===== config.mk =====
export PLATFORM = sky130hd
export DESIGN_NAME = pmi_port_match
export DESIGN_NICKNAME = d
export VERILOG_FILES = /design/src/pmi_pkg.sv /design/src/pmi_port_match.sv
export SDC_FILE = /design/constraint.sdc
export NUM_CORES = 1
export LEC_CHECK = 0
export BUFFER_PORTS_ARGS = -buffer_cell sky130_fd_sc_hd__buf_2
export CELL_PAD_IN_SITES_DETAIL_PLACEMENT = 0
export CELL_PAD_IN_SITES_GLOBAL_PLACEMENT = 1
export CORE_UTILIZATION = 43
export CTS_CLUSTER_DIAMETER = 40
export DETAILED_ROUTE_END_ITERATION = 7
export PLACE_DENSITY = 0.82
export REMOVE_ABC_BUFFERS = 1
export SLEW_MARGIN = 20
export SYNTH_ARGS = -nofsm -noshare
export SYNTH_HDL_FRONTEND = slang
export SYNTH_SLANG_ARGS = --single-unit

===== constraint.sdc =====
create_clock -name clk -period 1.94 [get_ports clk]
set_input_delay 0.291 -clock clk [delete_from_list [all_inputs] [get_ports clk]]
set_output_delay 0.291 -clock clk [all_outputs]
set_load 0.01 [all_outputs]

===== src/pmi_pkg.sv =====
// Constants and types shared by the port pattern-match interrupt block
`default_nettype none
package pmi_pkg;

    // ------------------------------------------------------------
    // Widths
    // ------------------------------------------------------------
    localparam int PMI_PORT_W = 8;
    localparam int PMI_ADDR_W = 4;
    localparam int PMI_DATA_W = 8;

    // ------------------------------------------------------------
    // Register offsets
    // ------------------------------------------------------------
    localparam logic [3:0] PMI_OFS_MATCH_CONTROL = 4'h0;
    localparam logic [3:0] PMI_OFS_PIN_SELECT_MASK = 4'h1;
    localparam logic [3:0] PMI_OFS_COMPARE_PATTERN = 4'h2;
    localparam logic [3:0] PMI_OFS_PORT_STATUS = 4'h3;

    // ------------------------------------------------------------
    // Field positions in match_control
    // ------------------------------------------------------------
    localparam int PMI_BIT_MATCH_FLAG = 0;
    localparam int PMI_BIT_POLARITY = 1;
    localparam int PMI_BIT_IRQ_EN = 2;
    localparam int PMI_BIT_ACTIVE = 3;

    // ------------------------------------------------------------
    // Reset values
    // ------------------------------------------------------------
    localparam logic [7:0] PMI_RST_MASK = 8'h00;
    localparam logic [7:0] PMI_RST_PATTERN = 8'hFF;
    localparam logic PMI_RST_POLARITY = 1'b0;
    localparam logic PMI_RST_IRQ_EN = 1'b0;
    localparam logic [7:0] PMI_RST_PORT = 8'hFF;
    localparam logic [7:0] PMI_RST_RDATA = 8'h00;

    // ------------------------------------------------------------
    // Timing: condition must persist more than this many core clocks
    // ------------------------------------------------------------
    localparam int PMI_HOLD_CORE_CLOCK = 6;
    localparam logic [3:0] PMI_HOLD_CNT = 4'(PMI_HOLD_CORE_CLOCK);
    localparam logic [3:0] PMI_CNT_ZERO = 4'h0;
    localparam logic [3:0] PMI_CNT_ONE = 4'h1;

    // ------------------------------------------------------------
    // Qualifier states, Gray along idle -> qualify -> matched
    // ------------------------------------------------------------
    typedef enum logic [1:0]
    {
        PMI_ST_IDLE = 2'b00,
        PMI_ST_QUAL = 2'b01,
        PMI_ST_MATCHED = 2'b11
    } pmi_state_t;

endpackage
`default_nettype wire


===== src/pmi_port_match.sv =====
// Port pattern-match interrupt: register file, pin synchroniser, qualifier and flag
//
// How it works
// - Only pins whose bit is set in pin_select_mask take part; unmasked pins never trigger a match.
// - The settled port value is compared every cycle against the software-written compare_pattern.
// - compare_polarity_select picks equal (0) or not-equal (1) as the meaning of a match.
// - match_flag in match_control is set when the condition holds while active; an interrupt is asked only if enabled.
// - Pattern all ones with not-equal selected flags any enabled pin that leaves high, as a keypad would.
// - An enabled match raises a wake request that brings the core out of idle and power-down.
// - The flag is set only once the condition has persisted for more than 6 core clocks; sources must hold that long.
`timescale 1ns/1ns
`default_nettype none
module pmi_port_match
    import pmi_pkg::*;
(
    input wire logic clk,
    input wire logic srst,
    input wire logic [PMI_ADDR_W-1:0] addr,
    input wire logic [PMI_DATA_W-1:0] wr_data,
    input wire logic wr_en,
    input wire logic rd_en,
    output logic [PMI_DATA_W-1:0] rd_data,
    input wire logic [PMI_PORT_W-1:0] port_pin_in,
    input wire logic idle_mode,
    input wire logic power_down_mode,
    output logic match_irq,
    output logic wake_req
);

    // ------------------------------------------------------------
    // Decode helper
    // ------------------------------------------------------------
    function automatic logic reg_hit(input logic [PMI_ADDR_W-1:0] a, input logic [3:0] ofs);
        reg_hit = (a == ofs);
    endfunction

    // ------------------------------------------------------------
    // Declarations
    // ------------------------------------------------------------
    logic [PMI_PORT_W-1:0] sync1_r;
    logic [PMI_PORT_W-1:0] sync2_r;
    logic [PMI_PORT_W-1:0] sync3_r;
    logic [PMI_PORT_W-1:0] port_r;
    logic [PMI_PORT_W-1:0] port_nxt;
    logic [PMI_PORT_W-1:0] pin_select_mask_r;
    logic [PMI_PORT_W-1:0] compare_pattern_r;
    logic compare_polarity_select_r;
    logic irq_en_r;
    logic match_flag_r;
    logic match_flag_nxt;
    logic [3:0] hold_cnt_r;
    logic [3:0] hold_cnt_nxt;
    pmi_state_t state_r;
    pmi_state_t state_nxt;
    logic [PMI_PORT_W-1:0] diff_bits;
    logic any_diff;
    logic fn_active;
    logic cond_now;
    logic set_flag;
    logic clr_flag;
    logic wr_ctrl;
    logic [PMI_DATA_W-1:0] rd_data_r;
    logic [PMI_DATA_W-1:0] rd_data_nxt;
    logic match_irq_r;
    logic wake_req_r;

    // ------------------------------------------------------------
    // Pin synchroniser
    // ------------------------------------------------------------
    // Three stages per pin; a new level is accepted only when stages two and
    // three agree, which filters a one-cycle glitch from the pins.
    genvar gi;
    generate
        for (gi = 0; gi < PMI_PORT_W; gi++)
        begin : g_pin
            always_ff @(posedge clk)
            begin
                if (srst)
                begin
                    sync1_r[gi] <= PMI_RST_PORT[gi];
                    sync2_r[gi] <= PMI_RST_PORT[gi];
                    sync3_r[gi] <= PMI_RST_PORT[gi];
                end
                else
                begin
                    sync1_r[gi] <= port_pin_in[gi];
                    sync2_r[gi] <= sync1_r[gi];
                    sync3_r[gi] <= sync2_r[gi];
                end
            end

            always_comb
            begin
                port_nxt[gi] = port_r[gi];
                if (sync2_r[gi] == sync3_r[gi])
                begin
                    port_nxt[gi] = sync3_r[gi];
                end
            end

            // Masked pins only; a pin outside the mask can never differ
            assign diff_bits[gi] = pin_select_mask_r[gi] & (port_r[gi] ^ compare_pattern_r[gi]);
        end
    endgenerate

    always_ff @(posedge clk)
    begin
        if (srst)
        begin
            port_r <= PMI_RST_PORT;
        end
        else
        begin
            port_r <= port_nxt;
        end
    end

    // ------------------------------------------------------------
    // Compare
    // ------------------------------------------------------------
    // With pattern FF and not-equal, any enabled pin pulled low differs
    assign any_diff = |diff_bits;
    assign fn_active = |pin_select_mask_r;
    assign cond_now = fn_active & (compare_polarity_select_r ? any_diff : ~any_diff);

    // ------------------------------------------------------------
    // Persistence qualifier
    // ------------------------------------------------------------
    // Counts consecutive cycles of the condition; a single dropout restarts it.
    always_comb
    begin
        state_nxt = state_r;
        hold_cnt_nxt = hold_cnt_r;
        case (state_r)
            PMI_ST_IDLE:
            begin
                hold_cnt_nxt = PMI_CNT_ZERO;
                if (cond_now)
                begin
                    state_nxt = PMI_ST_QUAL;
                    hold_cnt_nxt = PMI_CNT_ONE;
                end
            end
            PMI_ST_QUAL:
            begin
                if (!cond_now)
                begin
                    state_nxt = PMI_ST_IDLE;
                    hold_cnt_nxt = PMI_CNT_ZERO;
                end
                else if (hold_cnt_r == PMI_HOLD_CNT)
                begin
                    state_nxt = PMI_ST_MATCHED;
                end
                else
                begin
                    hold_cnt_nxt = hold_cnt_r + PMI_CNT_ONE;
                end
            end
            PMI_ST_MATCHED:
            begin
                if (!cond_now)
                begin
                    state_nxt = PMI_ST_IDLE;
                    hold_cnt_nxt = PMI_CNT_ZERO;
                end
            end
            default:
            begin
                state_nxt = PMI_ST_IDLE;
                hold_cnt_nxt = PMI_CNT_ZERO;
            end
        endcase
    end

    always_ff @(posedge clk)
    begin
        if (srst)
        begin
            state_r <= PMI_ST_IDLE;
            hold_cnt_r <= PMI_CNT_ZERO;
        end
        else
        begin
            state_r <= state_nxt;
            hold_cnt_r <= hold_cnt_nxt;
        end
    end

    // ------------------------------------------------------------
    // Match flag
    // ------------------------------------------------------------
    // Level behaviour: while the pattern is still held the flag is set again,
    // so clearing it only sticks once the pins have moved away.
    assign set_flag = (state_r == PMI_ST_MATCHED);
    assign wr_ctrl = wr_en & reg_hit(addr, PMI_OFS_MATCH_CONTROL);
    assign clr_flag = wr_ctrl & ~wr_data[PMI_BIT_MATCH_FLAG];

    always_comb
    begin
        match_flag_nxt = match_flag_r;
        if (clr_flag)
        begin
            match_flag_nxt = 1'b0;
        end
        if (set_flag)
        begin
            match_flag_nxt = 1'b1; // Set wins over a clear in the same cycle
        end
    end

    always_ff @(posedge clk)
    begin
        if (srst)
        begin
            match_flag_r <= 1'b0;
        end
        else
        begin
            match_flag_r <= match_flag_nxt;
        end
    end

    // ------------------------------------------------------------
    // Configuration registers
    // ------------------------------------------------------------
    always_ff @(posedge clk)
    begin
        if (srst)
        begin
            compare_polarity_select_r <= PMI_RST_POLARITY;
            irq_en_r <= PMI_RST_IRQ_EN;
        end
        else if (wr_ctrl)
        begin
            compare_polarity_select_r <= wr_data[PMI_BIT_POLARITY];
            irq_en_r <= wr_data[PMI_BIT_IRQ_EN];
        end
    end

    always_ff @(posedge clk)
    begin
        if (srst)
        begin
            pin_select_mask_r <= PMI_RST_MASK;
        end
        else if (wr_en && reg_hit(addr, PMI_OFS_PIN_SELECT_MASK))
        begin
            pin_select_mask_r <= wr_data;
        end
    end

    always_ff @(posedge clk)
    begin
        if (srst)
        begin
            compare_pattern_r <= PMI_RST_PATTERN;
        end
        else if (wr_en && reg_hit(addr, PMI_OFS_COMPARE_PATTERN))
        begin
            compare_pattern_r <= wr_data;
        end
    end

    // ------------------------------------------------------------
    // Read port
    // ------------------------------------------------------------
    // Unmapped offsets read as zero; data stands one cycle after the strobe only
    always_comb
    begin
        rd_data_nxt = PMI_RST_RDATA;
        if (rd_en)
        begin
            if (reg_hit(addr, PMI_OFS_MATCH_CONTROL))
            begin
                rd_data_nxt[PMI_BIT_MATCH_FLAG] = match_flag_r;
                rd_data_nxt[PMI_BIT_POLARITY] = compare_polarity_select_r;
                rd_data_nxt[PMI_BIT_IRQ_EN] = irq_en_r;
                rd_data_nxt[PMI_BIT_ACTIVE] = fn_active;
            end
            else if (reg_hit(addr, PMI_OFS_PIN_SELECT_MASK))
            begin
                rd_data_nxt = pin_select_mask_r;
            end
            else if (reg_hit(addr, PMI_OFS_COMPARE_PATTERN))
            begin
                rd_data_nxt = compare_pattern_r;
            end
            else if (reg_hit(addr, PMI_OFS_PORT_STATUS))
            begin
                rd_data_nxt = port_r;
            end
        end
    end

    always_ff @(posedge clk)
    begin
        if (srst)
        begin
            rd_data_r <= PMI_RST_RDATA;
        end
        else
        begin
            rd_data_r <= rd_data_nxt;
        end
    end

    // ------------------------------------------------------------
    // Interrupt and wake
    // ------------------------------------------------------------
    // Wake is asked only while the core is idle or powered down; an awake core
    // sees the same event on match_irq alone. Both follow the next flag value,
    // so they rise on the edge that sets the flag.
    always_ff @(posedge clk)
    begin
        if (srst)
        begin
            match_irq_r <= 1'b0;
            wake_req_r <= 1'b0;
        end
        else
        begin
            match_irq_r <= match_flag_nxt & irq_en_r;
            wake_req_r <= match_flag_nxt & irq_en_r & (idle_mode | power_down_mode);
        end
    end

    assign rd_data = rd_data_r;
    assign match_irq = match_irq_r;
    assign wake_req = wake_req_r;

endmodule
`default_nettype wire


==> reports/metrics.sh <==
CRIT_PATH_DAT_NS=1.95
POWER_SWITCHING_mW=0.5729
COMB_POWER_SHARE_PCT=5.2
POWER_DENSITY_nW_PER_UM2=894.4
SEQ_POWER_SHARE_PCT=51.3
SLEW_HEADROOM_PCT=37.29
POST_SYNTHESIS_SEQUENTIAL_AREA_RATIO_PCT=50.31
FINAL.FILL_COUNT=584
CP_DATA_REQUIRED_TIME_NS=2.21
SLEW_VIOL_FINAL=0
TIMING.CRITICAL_PATH.FROM_TYPE='register'
POSTCTSSETUPBUFFERS=0
MAX_STAGE_DELAY_NS=0.76
POWER.SHARE.CLOCK_PCT=43.4
FINALHOLDVIOLATIONS=0
STATUS='finished, final reports clean'
WL_MET2_MICRONS=2314
TOP_LAYER='met4'
SHARE_OF_FINAL_LAYOUT_STANDARD_CELLS_STRONGER_THAN_DRIVE_STRENGTH_1_PCT=26.45
PERIOD_SHARE_PCT=86.83
CTS.PATH.MAX_BUFFERS=2
POSTSYNTH.ASYNCRESETSHARE_PCT=0
TRITONCTS='yes'
END_KIND='register'
YS_FF_LATCH=67
DIE_H_MICRONS=80.75
ANTENNA_FOUND_INITIAL=0
WIRE_PER_INST_MICRONS=13.14
NUMCTSBUFFERS=9
RSZ0062_AT_GRT='false'
FLOORPLAN.INITIALDENSITY_PCT=44.77
TIMING.CRITICAL_PATH.CELLS='nor4_1 -> a31oi_1 -> o2111ai_1 -> mux2i_1'
DRV_CAP=0
PERIOD_MINUS_SLACK_NS=1.684
TIMING_WORST_SETUP_PATH_TYPE='register to register'
VDD_DROP_MAX_mV=0.4691
GRTUSAGETOTAL_PCT=17.63
POST_SYNTHESIS_INSTANCE_AREA_SQ_UM=2666
CLOCK_SINKS=67
AREA_OF_THE_CORE_SQ_UM=5956
CLASS_OF_THE_TIGHTEST_HOLD_OR_REMOVAL_CHECK='primary input to register'
PATH_CLK_SLEW_NS=0.07
SYNTH_WARNINGS=0
DESIGN.PORTCOUNT=36
ANTENNA_DIODE_INSTANCE_COUNT=0
GP_CONGESTION=0.7653
CTS_HOLD_REPAIR.BUFFERS=0
HIGHEST_CLOCK_RATE_GHz=0.5937
SYNTH_EDF_COUNT=0
DIE_X_MICRONS=80.75
ROWS=28
DETAILEDROUTE.FIRSTPASSITERATIONCOUNT=4
ANT_NETS=0
MINIMUM_HOLD_SLACK_NS=0.1351
TIMING.FINAL.SETUP_VIOLATIONS=0
POWER.SHARE.SWITCHING_PCT=20.64
POSTSYNTHCELLCOUNT=271
PLACE.DETAILED.HPWL_MICRONS=3568
FIN_TNS_SETUP_NS=0
SYNTH_CELL_TYPES=43
PORT-BUFFER-COUNT=35
CP_SLOWEST_CELL='a31oi_1'
ROUTE.MET3.WL_MICRONS=220
TOTALWIRELENGTH_MICRONS=5057
CLOCK-ROOT-BUFFER='clkbuf_8'
LAYOUT.CELL_AREA.NON_FILLER_SQ_UM=3103
CLOCK_LATENCY_NS=0.33
WL_MET1_MICRONS=2478
HTREE_LEVELS=3
NUM-NETS-FINAL=334
REMAINING_DRC_ERRORS=0
DR_TOTAL_VIAS=1928
ROUTE.DETAILED.VIAS_PER_INST=5.008
WORST_CLOCK_SKEW_NS=0.006041
LARGEST_NET_DEGREE_AT_THE_START_OF_GLOBAL_ROUTING=45
WIRE_LENGTH_OF_THE_FIRST_GLOBAL_ROUTING_PASS_MICRONS=8487
P_LEAK_nW=1.299
DRT-INITIAL-DRC-COUNT=76
FIRST_GLOBAL_VIAS=1731
GLOBALROUTE.TOTALOVERFLOW=0
PATH_DELAY_FAMILY='compound AO/OA/AOI/OAI gates'
PRIMARY_FLIP_FLOP_CELL_CHOSEN_BY_SYNTHESIS_MAPPING='dfxtp_1'
POST_CTS_RESIZED=0
PLACEDINSTANCEAREA_SQ_UM=2890
CRITICAL_PATH.N_BUFFERS_INVERTERS=0
SYN_AVG_CELL_AREA_SQ_UM=9.839
SYNTHTOLAYOUTAREAGROWTH_PCT=16.38
MAX_SLEW.WORST_PIN.SLEW_NS=0.9362
FLOORPLAN.DIE_AREA_SQ_UM=6520
CELLINTERNALPOWER_mW=2.203
CRITPATHMAXFANOUT=12
-- per-layer routing --
layer  track usage (%)  vias up
li1                  -     1011
met1             23.62      872
met2             25.68       41
met3             6.404        4
met4             6.964        0
met5                 0        -
-- cells in the mapped netlist, drive strengths merged, types with 2 or more instances --
cell,count,share of area [%]
nand3b,2,0.56
a221oi,2,0.66
clkbuf,7,0.99
xor2,8,2.6
ha,2,0.94
nor2,31,4.4
a21oi,14,2.6
nor3,3,0.56
a211o,8,2.6
o221ai,4,1.3
or2,24,5.6
nand3,8,1.7
nor2b,2,0.47
o211ai,4,1.1
o2111ai,2,0.66
mux2i,21,7.9
a22oi,4,1.1
nand2,7,0.99
and2,2,0.47
o21bai,8,2.3
or3,2,0.66
a211oi,2,0.56
dfxtp,67,50
buf,7,1.5
inv,15,2.1
-- kinds of logic (layout without fill, tap and decap cells) --
| logic type | Yosys count | count (layout) | share of synthesized area [%] |
|---|---|---|---|
| AND/OR/NAND/NOR | 88 | 88 | 17.36 |
| AO/OA/AOI/OAI | 54 | 54 | 14.97 |
| XOR/XNOR | 8 | 8 | 2.628 |
| flip-flops | 67 | 67 | 50.31 |
| multiplexers | 23 | 23 | 9.150 |
| adder cells (fa/ha/maj) | 2 | 2 | 0.9384 |
| buffers and inverters | 29 | 68 | 4.646 |
-- per-stage QoR --
| stage | total power, mW | instances | utilization, % | setup slack, ns |
|---|---|---|---|---|
| global route | 2.913 | 385 | 52.10 | 0.05133 |
| CTS | 2.818 | 385 | 52.10 | 0.2682 |
| global placement | 1.599 | 370 | 48.53 | 0.1835 |
| floorplan | 1.523 | 257 | - | 0.5368 |
| detailed placement | 1.602 | 370 | 48.53 | 0.1857 |
| finish | 2.775 | 385 | 52.10 | 0.2556 |
-- power groups by stage --
stage                     sequential [mW]  clock [mW]  combinational [mW]
after CTS                            1.42        1.25               0.147
after detailed placement             1.46           0               0.146
final                                1.42        1.21               0.146
after floorplan                      1.45           0              0.0698
after global placement               1.45           0               0.145
after global routing                 1.43        1.32               0.164
-- state kept, by name, indices dropped and copies added (netlist names), 2 cells and up --
register	flops
sync3_r	8
sync2_r	8
hold_cnt_r	4
port_r	8
pin_select_mask_r	8
state_r	2
compare_pattern_r	8
rd_data	8
sync1_r	8
-- final cells by class --
type	count	area, sq um	area share (%)
inverter	15	56.30	1.815
tap	75	93.84	3.024
clock inverter	1	30.03	0.9677
timing repair buffer	38	197.7	6.371
sequential	67	1341	43.23
multi-input combinational	175	1201	38.71
clock buffer	14	182.7	5.887
-- cells in the final DEF, fill, tap and decap left out, types with 3 or more instances in the layout --
| cell | count |
|---|---|
| nand3_1 | 7 |
| or2_2 | 24 |
| a211o_1 | 8 |
| dfxtp_1 | 67 |
| nor2_1 | 31 |
| o211ai_1 | 4 |
| mux2i_1 | 21 |
| nand2_1 | 7 |
| o21bai_1 | 8 |
| inv_1 | 15 |
| nor3_1 | 3 |
| xor2_1 | 8 |
| o221ai_1 | 4 |
| clkbuf_8 | 13 |
| a22oi_1 | 4 |
| a21oi_1 | 14 |
| buf_4 | 3 |
| buf_2 | 35 |
-- final timing paths --
path	startpoint	to	slack, ns	cells after the start
max	pin_select_mask_r[5]$_SDFFE_PP0P_	hold_cnt_r[2]$_SDFFE_PP0P_	0.26	4
min	port_pin_in[5]	sync1_r[5]$_SDFF_PP1_	0.14	2
max reg2reg	pin_select_mask_r[5]$_SDFFE_PP0P_	hold_cnt_r[2]$_SDFFE_PP0P_	0.26	4
min reg2reg	sync1_r[1]$_SDFF_PP1_	sync2_r[1]$_SDFF_PP1_	0.40	1
Power figures use the tool's default switching activity.
